$ cat src/hdl/gslp_defines.svh
// constants for the gpio and status lamp pin block
`ifndef GSLP_DEFINES_SVH
`define GSLP_DEFINES_SVH

`define GSLP_NUM_PINS       3
`define GSLP_PIN_SPEED      0
`define GSLP_PIN_LINK       1
`define GSLP_PIN_DUPLEX     2
`define GSLP_SYS_CLK_MHZ    250
`define GSLP_REF_CLK_MHZ    25
`define GSLP_REF_DIV        (`GSLP_SYS_CLK_MHZ / `GSLP_REF_CLK_MHZ)
`define GSLP_BLINK_MS       80
`define GSLP_BLINK_TICKS    (`GSLP_BLINK_MS * 1000 * `GSLP_REF_CLK_MHZ)
`define GSLP_STRAP_SETTLE   2'h2
`define GSLP_DIR_INPUT      2'h0
`define GSLP_DIR_PUSH_PULL  2'h1
`define GSLP_DIR_OPEN_DRAIN 2'h2

`endif

$ cat src/hdl/gslp_pkg.sv
// types for the gpio and status lamp pin block
`default_nettype none
package gslp_pkg;
    typedef logic [1:0] gslp_dir_t;

    typedef struct packed {
        logic speed_10;
        logic negotiating;
        logic link_up;
        logic full_duplex;
        logic activity;
    } gslp_phy_status_s;

    typedef struct packed {
        logic [2:0] o;
        logic [2:0] oe;
    } gslp_pin_drive_s;

    typedef enum logic [2:0] {
        GSLP_BLINK_IDLE = 3'h1,
        GSLP_BLINK_OFF  = 3'h2,
        GSLP_BLINK_ON   = 3'h4
    } gslp_blink_e;
endpackage
`default_nettype wire

$ cat src/hdl/gslp_pins.sv
// gpio pins with status lamp function and crossover strap sampling
`timescale 1ns/10ps
`default_nettype none
`include "gslp_defines.svh"

module gslp_pins #(
    parameter int unsigned BLINK_TICKS = `GSLP_BLINK_TICKS
) (
    input  wire logic                      sys_clk_i,
    input  wire logic                      rst_b_i,
    input  wire gslp_pkg::gslp_dir_t [2:0] pin_dir_i,
    input  wire logic [2:0]                pin_out_data_i,
    input  wire logic [2:0]                pin_lamp_mode_i,
    input  wire gslp_pkg::gslp_phy_status_s phy_status_i,
    input  wire logic [2:0]                pin_i,
    input  wire logic                      auto_crossover_strap_i,
    input  wire logic                      crossover_pair_swap_i,
    output logic [2:0]                     pin_o,
    output logic [2:0]                     pin_oe_o,
    output logic [2:0]                     pin_in_data_o,
    output logic                           auto_crossover_en_o,
    output logic                           line_pairs_swapped_o,
    output logic                           ref_tick_o
);
    localparam int unsigned DIV = `GSLP_REF_DIV;

    logic [2:0] pin_meta_reg;
    logic [2:0] pin_sync_reg;
    logic [2:0] pin_in_reg;
    logic       strap_meta_reg;
    logic       strap_sync_reg;
    logic       xover_reg;
    logic       strap_seen_reg;
    logic       swap_reg;
    logic       xover_next;
    logic       strap_seen_next;
    logic       swap_next;
    logic [1:0] strap_wait_reg;
    logic [1:0] strap_wait_next;

    logic [3:0]  div_reg;
    logic [3:0]  div_next;
    logic        tick_reg;
    logic        tick_next;
    logic [31:0] blink_cnt_reg;
    logic [31:0] blink_cnt_next;
    gslp_pkg::gslp_blink_e blink_reg;
    gslp_pkg::gslp_blink_e blink_next;

    gslp_pkg::gslp_phy_status_s stat_reg;
    gslp_pkg::gslp_pin_drive_s  drv_reg;
    gslp_pkg::gslp_pin_drive_s  drv_next;
    logic [2:0] lamp_n;

    // pins and strap come from the board, so two flops first
    always_ff @(posedge sys_clk_i) begin
        if (!rst_b_i) begin
            pin_meta_reg   <= 3'h0;
            pin_sync_reg   <= 3'h0;
            pin_in_reg     <= 3'h0;
            strap_meta_reg <= 1'h1;
            strap_sync_reg <= 1'h1;
            stat_reg       <= '0;
        end else begin
            pin_meta_reg   <= pin_i;
            pin_sync_reg   <= pin_meta_reg;
            pin_in_reg     <= pin_sync_reg;
            strap_meta_reg <= auto_crossover_strap_i;
            strap_sync_reg <= strap_meta_reg;
            stat_reg       <= phy_status_i;
        end
    end

    // strap is caught once, only after the synchroniser has refilled past its reset value
    // later strap changes are ignored until the next reset
    always_comb begin
        xover_next      = xover_reg;
        strap_seen_next = strap_seen_reg;
        strap_wait_next = strap_wait_reg;
        if (!strap_seen_reg) begin
            if (strap_wait_reg == `GSLP_STRAP_SETTLE) begin
                xover_next      = strap_sync_reg;
                strap_seen_next = 1'b1;
            end else begin
                strap_wait_next = strap_wait_reg + 2'h1;
            end
        end
        swap_next = xover_reg & crossover_pair_swap_i;
    end

    always_ff @(posedge sys_clk_i) begin
        if (!rst_b_i) begin
            xover_reg      <= 1'h1;
            strap_seen_reg <= 1'h0;
            strap_wait_reg <= 2'h0;
            swap_reg       <= 1'h0;
        end else begin
            xover_reg      <= xover_next;
            strap_seen_reg <= strap_seen_next;
            strap_wait_reg <= strap_wait_next;
            swap_reg       <= swap_next;
        end
    end

    // 25 MHz reference tick, blink counted in reference ticks
    always_comb begin
        div_next  = div_reg + 4'h1;
        tick_next = 1'b0;
        if (div_reg == 4'(DIV - 1)) begin
            div_next  = 4'h0;
            tick_next = 1'b1;
        end
        blink_next     = blink_reg;
        blink_cnt_next = blink_cnt_reg;
        if (!stat_reg.link_up) begin
            blink_next     = gslp_pkg::GSLP_BLINK_IDLE;
            blink_cnt_next = 32'h0;
        end else if (tick_reg) begin
            unique case (blink_reg)
                gslp_pkg::GSLP_BLINK_IDLE: begin
                    if (stat_reg.activity) begin
                        blink_next     = gslp_pkg::GSLP_BLINK_OFF;
                        blink_cnt_next = 32'h0;
                    end
                end
                gslp_pkg::GSLP_BLINK_OFF: begin
                    blink_cnt_next = blink_cnt_reg + 32'h1;
                    if (blink_cnt_reg == BLINK_TICKS - 1) begin
                        blink_next     = gslp_pkg::GSLP_BLINK_ON;
                        blink_cnt_next = 32'h0;
                    end
                end
                gslp_pkg::GSLP_BLINK_ON: begin
                    blink_cnt_next = blink_cnt_reg + 32'h1;
                    if (blink_cnt_reg == BLINK_TICKS - 1) begin
                        blink_next     = gslp_pkg::GSLP_BLINK_IDLE;
                        blink_cnt_next = 32'h0;
                    end
                end
                default: begin
                    blink_next     = gslp_pkg::GSLP_BLINK_IDLE;
                    blink_cnt_next = 32'h0;
                end
            endcase
        end
    end

    always_ff @(posedge sys_clk_i) begin
        if (!rst_b_i) begin
            div_reg       <= 4'h0;
            tick_reg      <= 1'h0;
            blink_reg     <= gslp_pkg::GSLP_BLINK_IDLE;
            blink_cnt_reg <= 32'h0;
        end else begin
            div_reg       <= div_next;
            tick_reg      <= tick_next;
            blink_reg     <= blink_next;
            blink_cnt_reg <= blink_cnt_next;
        end
    end

    // lamp levels, active low
    always_comb begin
        // speed pin floats high only on a settled 10 Mb/s link
        lamp_n[`GSLP_PIN_SPEED]  = stat_reg.speed_10 & stat_reg.link_up
                                   & ~stat_reg.negotiating;
        lamp_n[`GSLP_PIN_LINK]   = ~stat_reg.link_up
                                   | (blink_reg == gslp_pkg::GSLP_BLINK_OFF);
        lamp_n[`GSLP_PIN_DUPLEX] = ~(stat_reg.full_duplex & stat_reg.link_up);
    end

    // pin drive per pin; lamp mode wins over gpio direction
    generate
        for (genvar p = 0; p < `GSLP_NUM_PINS; p++) begin : g_pin
            always_comb begin
                drv_next.o[p]  = 1'b0;
                drv_next.oe[p] = 1'b0;
                if (pin_lamp_mode_i[p]) begin
                    // open drain: pull low only, release for high
                    drv_next.oe[p] = ~lamp_n[p];
                end else begin
                    unique case (pin_dir_i[p])
                        `GSLP_DIR_PUSH_PULL: begin
                            drv_next.o[p]  = pin_out_data_i[p];
                            drv_next.oe[p] = 1'b1;
                        end
                        `GSLP_DIR_OPEN_DRAIN: begin
                            drv_next.oe[p] = ~pin_out_data_i[p];
                        end
                        default: begin
                            drv_next.oe[p] = 1'b0;
                        end
                    endcase
                end
            end
        end
    endgenerate

    always_ff @(posedge sys_clk_i) begin
        if (!rst_b_i) begin
            drv_reg <= '0;
        end else begin
            drv_reg <= drv_next;
        end
    end

    assign pin_o                = drv_reg.o;
    assign pin_oe_o             = drv_reg.oe;
    assign pin_in_data_o        = pin_in_reg;
    assign auto_crossover_en_o  = xover_reg;
    assign line_pairs_swapped_o = swap_reg;
    assign ref_tick_o           = tick_reg;
endmodule
`default_nettype wire

$ cat config.mk
export PLATFORM = sky130hd
export DESIGN_NAME = gslp_pins
export DESIGN_NICKNAME = d
export VERILOG_FILES = /design/src/hdl/gslp_pkg.sv /design/src/hdl/gslp_pins.sv
export VERILOG_INCLUDE_DIRS = /design/src /design/src/hdl
export SDC_FILE = /design/constraint.sdc
export NUM_CORES = 1
export LEC_CHECK = 0
export BUFFER_PORTS_ARGS = -buffer_cell sky130_fd_sc_hd__buf_4
export CORE_MARGIN = 2
export CORE_UTILIZATION = 50
export DETAILED_ROUTE_END_ITERATION = 12
export PLACE_DENSITY = 0.72
export SLEW_MARGIN = 10
export SYNTH_ARGS = -nofsm -noshare
export SYNTH_HDL_FRONTEND = slang
export SYNTH_SLANG_ARGS = --single-unit
$ cat constraint.sdc
create_clock -name sys_clk_i -period 2.05 [get_ports sys_clk_i]
set_input_delay 0.205 -clock sys_clk_i [delete_from_list [all_inputs] [get_ports sys_clk_i]]
set_output_delay 0.205 -clock sys_clk_i [all_outputs]
set_load 0.05 [all_outputs]
=== Yosys cells after proc, flatten, opt, wreduce, memory -nomap -nowiden ===
Index checks and enable logic that the tools add are counted.

* Flip-flop bits (word level): 67
* Output and inout port bits: 12
* Bits of input ports: 24
* Logic and storage cells: 84

* Add/sub/neg operators: 3
* Reductions and logical operators: 10
* Mux-type cells: 16
* Bitwise gates (word level): 18
* Eq/ne operators: 15

{| class="wikitable"
|+ Operators with widths
! operator !! count
|-
| $mux W32 || 2
|-
| $pmux W32 S2 || 1
|-
| $add A32 B1 Y32 const B || 1
|-
| $eq A32 B21 Y1 const B || 1
|-
| $not A1 Y1 || 13
|-
| $mux W3 || 3
|-
| $pmux W3 S3 || 1
|-
| $reduce_or A3 Y1 || 3
|-
| $eq A2 B2 Y1 const B || 4
|-
| $reduce_and A2 Y1 || 4
|-
| $eq A2 B1 Y1 const B || 3
|-
| $mux W1 || 6
|-
| $ne A2 B2 Y1 const B || 3
|-
| $pmux W1 S2 || 3
|-
| $add A4 B1 Y4 const B || 1
|-
| $and A1 B1 Y1 || 4
|-
| $eq A4 B4 Y1 const B || 1
|-
| $reduce_and A4 Y1 || 1
|-
| $reduce_or A2 Y1 || 2
|-
| $eq A3 B1 Y1 const B || 1
|-
| $eq A3 B2 Y1 const B || 1
|-
| $eq A3 B3 Y1 const B || 1
|-
| $add A2 B1 Y2 const B || 1
|-
| $or A1 B1 Y1 || 1
|}

=== Longest topological paths before layout ===
* Depth after elaboration: 4
* Gate-level depth with buffers: 8
* Depth with buffers taken out: 6

=== Worst setup path after synthesis ===
OpenSTA, ideal clock, no wires.

* Kind: reg-to-reg
* Start: register tick_reg (netlist: ref_tick_o)
* End: register blink_cnt_reg[29]
* Path buffers: 2
* Arrival: 2,064 ps
* Setup time: 117 ps
* Required time: 1,933 ps
* Path slack: -131 ps
* Clock period less this slack: 2,181 ps
* Cell stages (with the launch flop): 8
* Path through: dfxtp_1 -> clkbuf_2 -> nand4_1 -> or4b_1 -> buf_6 -> nor4_4 -> xnor2_1 -> nor2_2

* Word-level cells in the longest chain between the ends: 1

{| class="wikitable"
|+ Ends and longest elaborated chain
! element !! line !! RTL
|-
| start, declared || gslp_pins.sv:43 || <nowiki>logic tick_reg;</nowiki>
|-
| start signal, assigned || gslp_pins.sv:156 || <nowiki>tick_reg <= tick_next;</nowiki>
|-
| $reduce_and A2 Y1 (no line) || n/a ||
|-
| end signal, assigned || gslp_pins.sv:158 || <nowiki>blink_cnt_reg <= blink_cnt_next;</nowiki>
|-
| end, declared || gslp_pins.sv:45 || <nowiki>logic [31:0] blink_cnt_reg;</nowiki>
|}

No other way between the ends.
A chain may end at the register's enable or synchronous reset.

=== Final worst setup path ===
* Start: register blink_cnt_reg[8]
* End: register blink_cnt_reg[31]

* Word-level cells in the longest chain between the ends: 3
* Elaborated cells on any way between the ends: 4
* Those cells by class: 1 x add/sub; 1 x eq/ne; 2 x mux

{| class="wikitable"
|+ Ends and longest elaborated chain
! element !! line !! RTL
|-
| $add A32 B1 Y32 / $eq A32 B21 Y1 (equally long branches) || n/a ||
|-
| $mux W32 (*) || gslp_pins.sv:128, gslp_pins.sv:135 ||
|-
| $pmux W32 S2 (*) || gslp_pins.sv:119 || <nowiki>unique case (blink_reg)</nowiki>
|}

Every way passes the cells marked *; elsewhere a longest branch is shown, timed or not.

==> impl_metrics.yaml <==
status:
  result_of_the_run: "complete, no violations"
drt:
  detail_route.iter0.violations: 98
  remaining_drc_errors: 0
  ant_nets: 0
  avgViaCountPerCell: 5.01
  wl_per_cell_um: 12.4
  num_vias: 2221
  routed_wirelength_mm: 5.49
  detail_route.first_pass.iterations: 4
logic_synthesis:
  seq_area_frac_synth: 0.452
  synth_cell_type_count: 47
  synth-seq-cells: 67
  synth_compound_gate_area_share: 0.0366
  synth_mux_area_frac: 0.00674
  synth_top_cells_by_area: "sky130_fd_sc_hd__dfxtp_1 (45%), sky130_fd_sc_hd__xnor2_1 (8.6%), sky130_fd_sc_hd__nor2_1 (5.3%), sky130_fd_sc_hd__ha_1 (4.2%), sky130_fd_sc_hd__and2_1 (3.6%)"
  synth_enable_flop_cells: 0
  mappedNetlistNets: 354
  ys.flop_type: "sky130_fd_sc_hd__dfxtp_1"
  yosys.area_share.xor_xnor: 0.100
  synth_largest_area_cell: "sky130_fd_sc_hd__dfxtp_1"
  syn-cell-area_um2: 2970
  async_flop_share: 0
  synth_top_family_by_area: "simple AND/OR/NAND/NOR gates"
  syn_avg_cell_area_um2: 9.28
  synthCells: 320
  yosys.area_share.adder: 0.0421
  synthSimpleGateAreaFrac: 0.313
  post-synth-top-area-fraction: 0.452
  ys_warn_count: 0
clock_tree:
  cts_post_setup_buffers_inserted: 0
  cts_tree: "yes"
  cts.clk_slew.worst_paths_ps: 70
  htree_levels: 3
  clock_tree.root_cell: "sky130_fd_sc_hd__clkbuf_8"
  clk-insertion-delay-late_ps: 340
  cts.path.max_buffers: 2
  clkSinkCount: 67
  cts_hold_buf: 0
  cts-resized-gates: 0
  cts_inserted_buffers: 9
worst_setup_path:
  cp-end-kind: "flop"
  critPathMaxStageDelay_ps: 520
  cp-start-kind: "flop"
  worst_ep_required_time_ps: 2290
  critical_path.cell_chain: "nand4_1 > or4b_1 > buf_4 > nor4_2 > xnor2_1 > nor2_2"
  path_delay_family: "simple AND/OR/NAND/NOR gates"
  critical_path.max_fanout: 10
  worstPathArrival_ps: 2170
  critPathKind: "flop to flop"
  critical_path.slowest_cell: "sky130_fd_sc_hd__or4b_1"
  crit_path_buf_inv_count: 1
finish:
  layout.cells.non_filler: 443
  antenna_cells_inserted: 0
  num-fill-cells: 515
  mostFrequentLayoutCells: "sky130_fd_sc_hd__dfxtp_1 (66), sky130_fd_sc_hd__buf_4 (45), sky130_fd_sc_hd__nor2_1 (42)"
  max_ffs_per_register: 32
  share_of_post_route_cells_with_drive_strength_above_1: 0.217
  layout.cells.most_common: "sky130_fd_sc_hd__dfxtp_1"
  stdcell_area_um2: 3560
  nets: 397
  syn2layout_area_growth_pct: 19.9
grt:
  largest_net_degree_at_the_start_of_global_routing: 33
  vias_in_the_first_global_route: 2154
  globalRouteMet1Util: 0.231
  grt_overflow: 0
  grt_pass1_wl_mm: 9.49
  groute.layer.met2.usage: 0.304
  grt_busiest_layer: "met2"
  antenna_found_initial: 0
  grtUsageMet3: 0.0544
  globalRouteTotalUtil: 0.189
timing:
  worst_slew_margin_rel: 0.727
  report.final.setup_viol: 0
  timing.setup.tns_ps: 0
  slew_viol_final: 0
  final.period_utilization: 0.945
  max_clock_freq_mhz: 516
  min_period_ps: 1940
  timing_worst_slew_pin_value_ps: 406
  timing.clock.skew_ps: 9.15
  final_hold_viol_count: 0
  final.hold.worst_slack_ps: 40.9
  unrepaired_setup_endpoints_after_global_routing: "no"
pwr:
  power-per-cell-area_nw_per_um2: 781
  power.leakage_nw: 1.34
  vdd.ir_drop.worst_mv: 0.778
placement:
  placed_cell_area_um2: 3340
  place_hpwl_mm: 3.92
  numPlacedInstances: 427
  gp_routability_congestion: 0.842
  port_buffers: 35
die:
  chipWidth_um: 81.1
  design.die.area_um2: 6570
  die_height_um: 81.1
  design.portCount: 36
  floorplan.initialDensity: 0.511
  floorplan.core_area_um2: 5820
  std_cell_rows: 28
worst_hold_path:
  hold_class: "input pin to flop"
run:
  drv_cap: 0
-- metrics by stage --
step	power (W)	utilization	setup slack [ps]
final	0.00278	0.612	113
after global routing	0.00290	0.612	28.8
after CTS	0.00281	0.612	116
after detailed placement	0.00163	0.575	132
after global placement	0.00163	0.575	173
after floorplan	0.00155	-	45.0
-- metal layers --
layer / vias up / part of all wire
li1: 1153 / -
met1: 1020 / 0.47
met2: 39 / 0.47
met3: 9 / 0.041
met4: 0 / 0.018
met5: - / 0
-- cell usage after synthesis, types with 2 or more instances --
cell and instances:
sky130_fd_sc_hd__dfxtp_1 67, sky130_fd_sc_hd__nor2_1 42, sky130_fd_sc_hd__xnor2_1 29, sky130_fd_sc_hd__nand2_1 22, sky130_fd_sc_hd__inv_1 18, sky130_fd_sc_hd__and2_1 17
sky130_fd_sc_hd__nor3_1 14, sky130_fd_sc_hd__ha_1 10, sky130_fd_sc_hd__nand3_1 9, sky130_fd_sc_hd__nand4_1 6, sky130_fd_sc_hd__buf_2 5, sky130_fd_sc_hd__nor2b_1 5
sky130_fd_sc_hd__nor4_2 5, sky130_fd_sc_hd__xor2_1 5, sky130_fd_sc_hd__a21oi_1 4, sky130_fd_sc_hd__and4_1 4, sky130_fd_sc_hd__clkbuf_1 4, sky130_fd_sc_hd__a31oi_1 3
sky130_fd_sc_hd__and3_1 3, sky130_fd_sc_hd__nand2b_1 3, sky130_fd_sc_hd__nor2_2 3, sky130_fd_sc_hd__nor3_2 3, sky130_fd_sc_hd__nor3b_1 3, sky130_fd_sc_hd__nor4_1 3
sky130_fd_sc_hd__or2b_1 3, sky130_fd_sc_hd__or4_1 3, sky130_fd_sc_hd__buf_6 2, sky130_fd_sc_hd__mux2i_1 2, sky130_fd_sc_hd__o211a_1 2, sky130_fd_sc_hd__o21ai_0 2
sky130_fd_sc_hd__or3_1 2, sky130_fd_sc_hd__or4b_1 2
-- worst paths after layout --
path                            from                 to  slack (ps)  depth (start not counted)
hold reg to reg       strap_meta_reg     strap_sync_reg         410                          1
setup reg to reg    blink_cnt_reg[8]  blink_cnt_reg[31]         110                          6
hold / removal    pin_lamp_mode_i[0]           pin_o[0]          40                          2
setup / recovery    blink_cnt_reg[8]  blink_cnt_reg[31]         110                          6
-- logic make-up after synthesis --
logic type | after synthesis
flip-flops | 67
buffers and inverters | 32
AO/OA/AOI/OAI | 16
XOR/XNOR | 34
AND/OR/NAND/NOR | 159
adder cells (fa/ha/maj) | 10
multiplexers | 2
-- where the power goes --
group | total (W) | internal [W] | switching [W]
registers | 0.00137 | 0.00135 | 0.0000206
logic | 0.000231 | 0.000113 | 0.000118
clock network | 0.00118 | 0.000682 | 0.000497
-- cell type report --
class | count | area [µm²] | area share
repair buffers | 46 | 358 | 0.100
clock buffers | 9 | 124 | 0.0348
well taps | 75 | 93.8 | 0.0264
flip-flops and latches | 67 | 1340 | 0.377
clock inverters | 7 | 92.6 | 0.0260
multi-input cells | 221 | 1480 | 0.416
inverters | 18 | 67.6 | 0.0190
-- worst register-to-register path: cells and delay by family, from the launching register on --
family / cells / cell delay [ps]
simple gates: 4 / 1030
flops: 1 / 430
buf+inv: 1 / 200
xor+xnor: 1 / 180
(Power assumes the default switching activity.)
